$ cat src/core/sscc_pkg.sv
/*
 * Shared constants and types for the simultaneous sample conversion
 * control block: channel layout, timing counts, pin and result carriers.
 * Assumes a single 20 MHz clock domain and synchronous reset.
 */
package sscc_pkg;

	// channel layout
	localparam int NCH       = 4;
	localparam int CODE_W    = 16;
	localparam int AIN_W     = 19;  // unit: half a narrow-span step
	localparam int PAIR_SIZE = 2;

	// quantiser field positions: shift per span (narrow 1, wide 2)
	localparam int SHIFT_NARROW = 1;
	localparam int SHIFT_WIDE   = 2;

	// saturation limits of the signed code, at quantiser width
	localparam logic signed [AIN_W:0] CODE_MAX = 20'sh0_7fff;
	localparam logic signed [AIN_W:0] CODE_MIN = 20'shf_8000;

	// timing: conversion must finish within this time (round down)
	localparam int CLK_PERIOD_NS = 50;
	localparam int CONV_TIME_NS  = 2000;
	localparam int CONV_CYC_RAW  = CONV_TIME_NS / CLK_PERIOD_NS;
	localparam int CONV_CYC      = (CONV_CYC_RAW < 1) ? 1 : CONV_CYC_RAW;
	localparam int CNT_W         = 6;
	localparam logic [CNT_W-1:0] CONV_LAST = CNT_W'(CONV_CYC - 1);

	// values after reset
	localparam logic [CNT_W-1:0]  RST_CNT  = 6'h00;
	localparam logic [CODE_W-1:0] RST_CODE = 16'h0000;

	// carriers
	typedef logic signed [CODE_W-1:0] sscc_code_type;
	typedef logic signed [AIN_W-1:0]  sscc_ain_type;

	typedef struct packed {
		sscc_code_type [NCH-1:0] ch;
	} sscc_result_type;

	typedef struct packed {
		sscc_ain_type [NCH-1:0] ch;
	} sscc_inputs_type;

	typedef struct packed {
		logic sample_trigger_first_pair;
		logic sample_trigger_second_pair;
		logic span_wide;
		logic ref_internal;
	} sscc_pins_type;

	typedef enum logic [2:0] {
		SSCC_ST_TRACK = 3'h1,
		SSCC_ST_PART  = 3'h2,
		SSCC_ST_CONV  = 3'h4
	} sscc_state_type;

endpackage

$ cat src/core/sscc_quant.sv
/*
 * One channel quantiser: held input to signed twos-complement code.
 * Assumes input in half narrow-span steps; purely combinational.
 */
`timescale 1ns/1ps
module sscc_quant (
	// held sample and span
	input  wire sscc_pkg::sscc_ain_type  ain_i,
	input  wire logic                    span_wide_i,
	// result
	output      sscc_pkg::sscc_code_type code_o
);
	import sscc_pkg::*;

	logic signed [AIN_W:0] ext_w;
	logic signed [AIN_W:0] biased_w;
	logic signed [AIN_W:0] scaled_w;

	// add half a step so transitions sit midway between codes
	always_comb begin
		ext_w    = {ain_i[AIN_W-1], ain_i};
		biased_w = span_wide_i ? (ext_w + 20'sh0_0002)
		                       : (ext_w + 20'sh0_0001);
		scaled_w = span_wide_i ? (biased_w >>> SHIFT_WIDE)
		                       : (biased_w >>> SHIFT_NARROW);
	end

	// clamp beyond full scale, then keep the signed code bits
	always_comb begin
		if (scaled_w > CODE_MAX) begin
			code_o = CODE_MAX[CODE_W-1:0];
		end else if (scaled_w < CODE_MIN) begin
			code_o = CODE_MIN[CODE_W-1:0];
		end else begin
			code_o = scaled_w[CODE_W-1:0];
		end
	end

endmodule

$ cat src/core/sscc_ctrl.sv
/*
 * Conversion control of a four-channel simultaneous-sampling converter:
 * pin synchronisers, track-and-hold per pair, busy timing, result register.
 * Assumes a host drives triggers and configuration pins asynchronously,
 * one 20 MHz clock, synchronous active-high reset, clock enable ce_i.
 */
// Summary of operation
// [RULE1] span pin high selects wide bipolar span, low the narrow one
// [RULE2] span change acts at once; host allows settling before sampling
// [RULE3] host pulses reset after power-up so the span is latched; the code latches nothing, the span follows its pin whenever ce_i is high
// [RULE4] trigger rising edge puts its track-and-hold stages into hold
// [RULE5] conversion clock internal; all channels done within 2 us
// [RULE6] busy falls after all four conversions; stages return to track
// [RULE7] results update when busy falls; old results stay while busy
// [RULE8] every result is a signed twos-complement word
// [RULE9] step is span over 65536; transitions midway between steps
// [RULE10] reference pin high enables internal reference, low disables it
// [RULE11] after reset the reference mode follows the select pin
// [RULE12] first trigger holds channels 0 and 1, second holds 2 and 3
// [RULE13] conversion starts after both edges; busy rises on the later
// [RULE14] every channel is converted and reported, used or not
// [RULE15] trigger edges during busy are ignored
`timescale 1ns/1ps
module sscc_ctrl (
	// clock, reset, enable
	input  wire logic                      clk_i,
	input  wire logic                      srst_i,
	input  wire logic                      ce_i,
	// asynchronous pins and analog inputs
	input  wire sscc_pkg::sscc_pins_type   pins_i,
	input  wire sscc_pkg::sscc_inputs_type ain_i,
	// status and results
	output      logic                      busy_o,
	output      logic [3:0]                hold_o,
	output      logic                      span_wide_o,
	output      logic                      int_ref_en_o,
	output      sscc_pkg::sscc_result_type result_o
);
	import sscc_pkg::*;

	sscc_pins_type   sync1_r;
	sscc_pins_type   sync2_r;
	sscc_pins_type   sync3_r;
	sscc_pins_type   pin_filt_r;
	sscc_pins_type   pin_prev_r;
	sscc_state_type  state_r;
	sscc_state_type  state_nxt;
	logic [1:0]      seen_r;
	logic [1:0]      seen_nxt;
	logic [CNT_W-1:0] conv_cnt_r;
	logic            edge_first_w;
	logic            edge_second_w;
	logic            conv_done_w;
	logic [1:0]      grab_w;
	sscc_inputs_type held_r;
	sscc_result_type code_w;

	// three-stage synchroniser; stage one feeds only stage two
	always_ff @(posedge clk_i) begin
		if (srst_i) begin
			sync1_r <= '0;
			sync2_r <= '0;
			sync3_r <= '0;
		end else if (ce_i) begin
			sync1_r <= pins_i;
			sync2_r <= sync1_r;
			sync3_r <= sync2_r;
		end
	end

	// a change counts once stages two and three agree (glitch filter)
	always_ff @(posedge clk_i) begin
		if (srst_i) begin
			pin_filt_r <= '0;
			pin_prev_r <= '0;
		end else if (ce_i) begin
			pin_filt_r <= (sync2_r == sync3_r) ? sync3_r : pin_filt_r;
			pin_prev_r <= pin_filt_r;
		end
	end

	// rising edges of the two sample triggers
	assign edge_first_w  = pin_filt_r.sample_trigger_first_pair &
	                       ~pin_prev_r.sample_trigger_first_pair;
	assign edge_second_w = pin_filt_r.sample_trigger_second_pair &
	                       ~pin_prev_r.sample_trigger_second_pair;
	assign conv_done_w   = (state_r == SSCC_ST_CONV) &&
	                       (conv_cnt_r == CONV_LAST);

	// span and reference follow the filtered pins; reset clears them to 0
	always_ff @(posedge clk_i) begin
		if (srst_i) begin
			span_wide_o  <= 1'b0;
			int_ref_en_o <= 1'b0;
		end else if (ce_i) begin
			span_wide_o  <= pin_filt_r.span_wide;   // [RULE1] [RULE3]
			int_ref_en_o <= pin_filt_r.ref_internal; // [RULE10] [RULE11]
		end
	end

	// sequencer: edges during conversion reach this logic but SSCC_ST_CONV ignores them
	always_comb begin
		state_nxt = state_r;
		seen_nxt  = seen_r;
		grab_w    = 2'b00;
		case (state_r)
			SSCC_ST_TRACK, SSCC_ST_PART: begin
				grab_w[0] = edge_first_w & ~seen_r[0];  // [RULE12]
				grab_w[1] = edge_second_w & ~seen_r[1]; // [RULE12]
				seen_nxt  = seen_r | grab_w;
				if (seen_nxt == 2'b11) begin
					state_nxt = SSCC_ST_CONV;           // [RULE13]
				end else if (seen_nxt != 2'b00) begin
					state_nxt = SSCC_ST_PART;
				end
			end
			SSCC_ST_CONV: begin
				if (conv_done_w) begin                  // [RULE15]
					state_nxt = SSCC_ST_TRACK;
					seen_nxt  = 2'b00;
				end
			end
			default: begin
				state_nxt = SSCC_ST_TRACK;
				seen_nxt  = 2'b00;
			end
		endcase
	end

	// state, busy and the pair-seen flags
	always_ff @(posedge clk_i) begin
		if (srst_i) begin
			state_r <= SSCC_ST_TRACK;
			seen_r  <= 2'b00;
			busy_o  <= 1'b0;
		end else if (ce_i) begin
			state_r <= state_nxt;
			seen_r  <= seen_nxt;
			busy_o  <= (state_nxt == SSCC_ST_CONV); // [RULE13] [RULE6]
		end
	end

	// internal conversion timer, a fixed count of clock cycles
	always_ff @(posedge clk_i) begin
		if (srst_i) begin
			conv_cnt_r <= RST_CNT;
		end else if (ce_i) begin
			if (state_r != SSCC_ST_CONV || conv_done_w) begin
				conv_cnt_r <= RST_CNT;
			end else begin
				conv_cnt_r <= conv_cnt_r + 6'h01;    // [RULE5]
			end
		end
	end

	// per channel: hold, quantise and register the result
	genvar gi;
	generate
		for (gi = 0; gi < NCH; gi++) begin : g_ch
			localparam int PAIR = gi / PAIR_SIZE;

			// sample captured on its pair's edge, held until busy falls
			always_ff @(posedge clk_i) begin
				if (srst_i) begin
					held_r.ch[gi] <= '0;
					hold_o[gi]    <= 1'b0;
				end else if (ce_i) begin
					if (grab_w[PAIR]) begin
						held_r.ch[gi] <= ain_i.ch[gi]; // [RULE4]
						hold_o[gi]    <= 1'b1;         // [RULE4]
					end else if (conv_done_w) begin
						hold_o[gi]    <= 1'b0;         // [RULE6]
					end
				end
			end

			sscc_quant u_quant (
				.ain_i       (held_r.ch[gi]),
				.span_wide_i (span_wide_o),
				.code_o      (code_w.ch[gi])           // [RULE8] [RULE9]
			);

			// old codes stay readable for the whole conversion
			always_ff @(posedge clk_i) begin
				if (srst_i) begin
					result_o.ch[gi] <= RST_CODE;
				end else if (ce_i && conv_done_w) begin
					result_o.ch[gi] <= code_w.ch[gi];  // [RULE7] [RULE14]
				end
			end
		end
	endgenerate
endmodule

$ cat config.mk
export PLATFORM = sky130hd
export DESIGN_NAME = sscc_ctrl
export DESIGN_NICKNAME = d
export VERILOG_FILES = /design/src/core/sscc_pkg.sv /design/src/core/sscc_quant.sv /design/src/core/sscc_ctrl.sv
export SDC_FILE = /design/constraint.sdc
export NUM_CORES = 1
export LEC_CHECK = 0
export ABC_AREA = 1
export BUFFER_PORTS_ARGS = -buffer_cell sky130_fd_sc_hd__buf_2
export CAP_MARGIN = 5
export CORE_ASPECT_RATIO = 0.9
export CORE_MARGIN = 1
export CORE_UTILIZATION = 40
export CTS_BUF_LIST = sky130_fd_sc_hd__clkbuf_8
export CTS_CLUSTER_SIZE = 20
export DETAILED_ROUTE_END_ITERATION = 16
export GPL_TIMING_DRIVEN = 0
export PLACE_DENSITY_LB_ADDON = 0.05
export SLEW_MARGIN = 20
export SYNTH_ARGS = -nofsm -noshare
export SYNTH_HDL_FRONTEND = slang
export SYNTH_SLANG_ARGS = --single-unit
$ cat constraint.sdc
create_clock -name clk_i -period 2.5 [get_ports clk_i]
set_input_delay 0.375 -clock clk_i [delete_from_list [all_inputs] [get_ports clk_i]]
set_output_delay 0.375 -clock clk_i [all_outputs]
set_load 0.1 [all_outputs]
After elaboration in Yosys (flattened, before gate mapping) --
Cells that the tools add are included.
Storage, ports and cells: logic and storage cells 109, output and inout port bits 71, input bits 83, flip-flop bits (word level) 174
Cells by class: equal/unequal tests 9, bitwise logic cells 9, mux-type cells 27, reductions and logical operators 13, $add $sub $neg 9, order comparisons 8
Operators by type and width (number):
- two-way mux 16 bit | 8
- adder 19 x 2 -> 20 bit, second input constant | 4
- adder 19 x 3 -> 20 bit, second input constant | 4
- two-way mux 20 bit | 4
- > comparator 19 x 16 -> 1 bit, second input constant | 4
- less-than comparator 19 x 16 -> 1 bit, second input constant | 4
- two-way mux 18 bit | 4
- AND reduction 2 bit | 6
- two-way mux 3 bit | 3
- adder 6 x 1 -> 6 bit, second input constant | 1
- equality test 3 bit, second input constant | 2
- equality test 6 bit, second input constant | 1
- two-way mux 6 bit | 1
- case mux 3 bit (2 select lines) | 1
- nonzero test 2 bit | 3
- AND 1 bit | 4
- equality test 4 bit | 1
- two-way mux 2 bit | 2
- inverter 1 bit | 4
- case mux 2 bit (2 select lines) | 1
- equality test 3 x 1 -> 1 bit, second input constant | 1
- equality test 3 x 2 -> 1 bit, second input constant | 1
- two-way mux 1 bit | 3
- inequality test 3 bit, second input constant | 1
- other kinds (6) | 7

Depth between registers and ports, before layout --
depth after elaboration 9, mapped depth 16, depth with buffers taken out 14

Modules after synthesis --
A second synthesis with hierarchy kept.
Second synthesis, totals: cells, all modules 1759, area, all modules 10880.4 sq um
By module, submodules not included:
- sscc_ctrl | area each 6769.0 sq um, instances 1, seq. area each 3483.3 sq um, cells an instance 940
- sscc_quant at g_ch[0].u_quant ... | area each 1041.0 sq um, instances 3, seq. area each 0.0 sq um, cells an instance 209
- sscc_quant at g_ch[3].u_quant | area each 988.4 sq um, instances 1, seq. area each 0.0 sq um, cells an instance 192

Worst setup path before layout --
OpenSTA, ideal clock, no wires.
path kind reg-to-reg, start reg span_wide_o, end reg result_o[10] (netlist name), library setup time 0.122 ns, data arrival time 2.430 ns, required time 2.378 ns, period minus slack after synthesis 2.552 ns, stages on the path, launching flop included 13, slack -0.052 ns, buffers on the path 3, path through dfxtp_1 buf_4 inv_2 buf_6 a21oi_4 nand3_2 o21ai_1 nand3_1 nand2_1 nand2_1 o21ai_4 buf_4 a21oi_1
Between the ends: longest elaborated chain between the ends 5, elaborated cells on any way between the ends 6, classes of those cells 2 x order compare; 4 x mux
Ends and longest elaborated chain:
- from (decl) | RTL line sscc_ctrl.sv:35 | output logic span_wide_o,
- from (signal assigned) | RTL line sscc_ctrl.sv:96 | span_wide_o <= pin_filt_r.span_wide;
- two-way mux 20 bit | RTL line sscc_quant.sv:22 | biased_w = span_wide_i ? (ext_w + 20'sh0_0002)
- two-way mux 18 bit | RTL line sscc_quant.sv:24 | scaled_w = span_wide_i ? (biased_w >>> SHIFT_WIDE)
- less-than comparator 19 x 16 -> 1 bit | RTL line sscc_quant.sv:32 | end else if (scaled_w < CODE_MIN) begin
- two-way mux 16 bit | RTL line sscc_quant.sv:32
- two-way mux 16 bit (*) | RTL line sscc_quant.sv:30 | if (scaled_w > CODE_MAX) begin
- to (decl) | RTL line sscc_ctrl.sv:37 | output sscc_pkg::sscc_result_type result_o
Mark *: on every way between the ends. The rest lies on a longest branch, timed or not. A chain may end at the register's enable or synchronous reset.

Worst setup path after layout --
start reg span_wide_o, end reg result_o[22] (netlist name)
Same word-level chain as after synthesis.

==> reports/qor.yml <==
dp_hpwl_mm: 23.60
ys_ff_latch: 174
fin_crit_sh_pct: 95.11
ys.flop_type: "dfxtp_1"
busiest_layer: "met2"
cp-start-kind: "register"
tightest_slew_ns: 0.8121
cp_slowest_stage_delay_ns: 0.68
insertion_delay_ns: 0.48
cts_tree: "done"
power_mw: 5.931
crit_slowest_cell: "clkdlybuf4s15_1"
antenna_found_initial: 0
dr.pass1.iters: 6
p_leak_nw: 4.695
drtAntennaViolNets: 0
r2r_end: "result_o[22]$_SDFFE_PP0P_"
dpl_cell_area_mm2: 0.01072
routed_wirelength_mm: 30.97
status: "complete, no violations"
layout-area-overhead-vs-synth_pct: 16.46
fin_area_mm2: 0.01115
synth.area.top_cells: "dfxtp_1, nand2_1, o21ai_0"
timing.critical_path.to: "result_o[22]$_SDFFE_PP0P_"
setup_violations: 0
drc: 0
die_w_um: 165.1
cts_num_sinks: 174
cp.depth: 8
hp-class: "input pin to register"
drtIter0Drc: 689
cts-htree-levels: 4
crit_family: "buffers and inverters"
peakVddDrop_mv: 0.3836
fin_crit_ns: 2.378
hold_ws_ns: 0.1169
async_flop_share_pct: 0
rsz0062_at_grt: "yes"
gp_congestion: 0.9363
numCtsBuffers: 17
routedWlPerCell_um: 16.07
ys_seq_area_share_pct: 36.37
grtUsageTotal_pct: 25.57
antennaDiodeCount: 0
r2r-start: "span_wide_o$_SDFFE_PP0P_"
cts_setup_buffers: 0
fin_skew_ns: 0.01839
syn_inst: 1442
setup_tns_ns: 0
cap_violations: 0
dieArea_mm2: 0.02457
synthesis.area_mm2: 0.009578
path_clk_slew_ns: 0.11
use_met1_pct: 35.50
drive_above_1_share_pct: 15.14
cts_buffer_depth: 2
clock.fmax_mhz: 420.6
met3_usage_pct: 3.086
crit_buf_inv: 4
vias_per_cell: 5.142
synth_nets: 1534
crit_start: "span_wide_o$_SDFFE_PP0P_"
path_cells: "buf_4 > buf_2 > buf_2 > clkdlybuf4s15_1 > nand4_1 > nand2_1 > nand2_1 > a21oi_1"
dr_total_vias: 9908
drv_slew: 0
endpoint_kind: "register"
reg2reg_setup_slack_ns: 0.12
power.density_mw_per_mm2: 531.8
root_buffer: "clkbuf_8"
arrival_ns: 2.79
place_ws_ns: -0.01971
cp_max_fo: 10
finalWorstSetupSlack_ns: 0.1223
die_y_um: 148.8
coreArea_mm2: 0.02341
final_nets: 1705
grt_util_met2_pct: 41.99
grt_pass1_vias: 9222
ioPinCount: 154
placementRows: 53
critPathRequiredTime_ns: 2.91
synth_top_area_share_pct: 36.37
grt_max_degree: 20
reg2reg_depth: 8
avgSynthCellArea_um2: 6.642
synth_edf_count: 0
grt_pass1_wl_mm: 48.45
slew_headroom_pct: 45.86
ys_types: 41
critPathKind: "register to register"
io_buffer_count: 153
grt_overflow: 0
yosysWarnings: 0
initial_core_util_pct: 40.92
hold_violations: 0
synth_area_leader_cell: "dfxtp_1"
==> synth_stat cells, types with 3 or more instances <==
library cell  instances
nand3b_1              3
inv_1               108
mux2i_1               3
buf_1                 3
buf_6                 7
buf_2                13
xnor2_1               7
nor2_2                7
nor2_1              163
a21oi_1             144
nor3_1               19
nand3_2               5
dfxtp_1             174
nand4_1              17
nand2_2               5
o21ai_1               4
ha_1                  9
a21oi_4               3
buf_4                 5
nand2_1             342
nor2_4                3
nor3b_1               3
nand3_1              67
xor2_1               57
clkbuf_1             47
o21ai_0             203
==> where the power goes <==
part           total [mW]  internal, mW  switching [mW]
logic               0.814         0.265           0.549
clock network        2.15          1.00            1.15
registers            2.96          2.87          0.0974
==> metal layers <==
metal | wire, um | up-vias
li1 | - | 5062
met1 | 15140 | 4546
met2 | 14050 | 272
met3 | 1380 | 28
met4 | 403 | 0
met5 | 0 | -
==> how the worst min path moves through the flow <==
stage | startpoint | endpoint | depth (start not counted)
3_5_place_dp | busy_o$_SDFFE_PP0P_ | busy_o$_SDFFE_PP0P_ | 2
3_3_place_gp | pin_filt_r[2]$_SDFFE_PP0P_ | pin_prev_r[2]$_SDFFE_PP0P_ | 2
2_1_floorplan | pin_filt_r[1]$_SDFFE_PP0P_ | span_wide_o$_SDFFE_PP0P_ | 2
5_1_grt | pins_i[2] | sync1_r[2]$_SDFFE_PP0P_ | 3
4_1_cts | pins_i[2] | sync1_r[2]$_SDFFE_PP0P_ | 3
6_report | pins_i[2] | sync1_r[2]$_SDFFE_PP0P_ | 3
==> cells in the final DEF (no fill, tap or decap), drive strengths merged <==
cell | synthesis | final
mux2i | 3 | 3
clkinvlp | 0 | 2
nand3b | 3 | 3
a21oi | 148 | 148
a211oi | 2 | 2
o31a | 1 | 1
inv | 110 | 114
nor3b | 3 | 3
nand2 | 349 | 349
nand4 | 17 | 17
dfxtp | 174 | 174
clkdlybuf4s15 | 0 | 1
and3 | 1 | 1
nor2 | 173 | 173
o22ai | 1 | 1
buf | 28 | 180
clkbuf | 47 | 63
o2111ai | 1 | 1
xor2 | 57 | 57
o21a | 2 | 2
xnor2 | 7 | 7
nor3 | 20 | 20
clkinv | 1 | 6
o21ai | 210 | 210
nand3 | 72 | 72
ha | 9 | 9
a31oi | 1 | 1
o21bai | 2 | 2
bufinv | 0 | 3
==> registers in the layout (all words and copies together) (netlist names) <==
| register | cells |
|---|---|
| busy_o | 1 |
| pin_filt_r | 4 |
| seen_r | 2 |
| sync2_r | 4 |
| held_r | 76 |
| sync1_r | 4 |
| state_r | 3 |
| int_ref_en_o | 1 |
| conv_cnt_r | 6 |
| sync3_r | 4 |
| span_wide_o | 1 |
| hold_o | 2 |
| pin_prev_r | 2 |
| result_o | 64 |
==> repair_timing <==
item	CTS	global route
hold endpoints to repair	0	0
endpoints found under the setup margin	2	20
hold buffers	0	0
gates resized for setup	0	7
==> cells by family (layout without fill, tap and decap cells) <==
family / Yosys count / in the layout / synth area share, %
adder cells (fa/ha/maj): 9 / 9 / 1.176
buffers and inverters: 186 / 369 / 8.204
AND/OR/NAND/NOR: 638 / 638 / 27.93
XOR/XNOR: 64 / 64 / 5.852
multiplexers: 3 / 3 / 0.3135
flip-flops: 174 / 174 / 36.37
AO/OA/AOI/OAI: 368 / 368 / 20.16
==> stage by stage <==
step	utilization, %	cells
6_report	47.65	1927
3_5_place_dp	45.81	1897
3_3_place_gp	45.81	1897
5_1_grt	47.65	1927
4_1_cts	47.57	1927
2_1_floorplan	-	1442
==> worst reg2reg max path, delay by kind of cell (launching register included) <==
family                 cells  cell delay (ns)
DFF                        1             0.35
buffers and inverters      4             1.46
and+or+nand+nor            3             0.40
AOI/OAI and AO/OA          1             0.11
==> area by class of cell <==
class                      count  area [um^2]
inverter                     111        416.7
clock buffer                  17        234.0
buffer                        74        372.9
timing repair buffer         153        765.7
sequential                   174         3487
fill                        2549        12250
multi-input combinational   1082         5318
tap                          302        377.9
clock inverter                14        182.7
No activity file was read; power rests on OpenSTA's default activity.
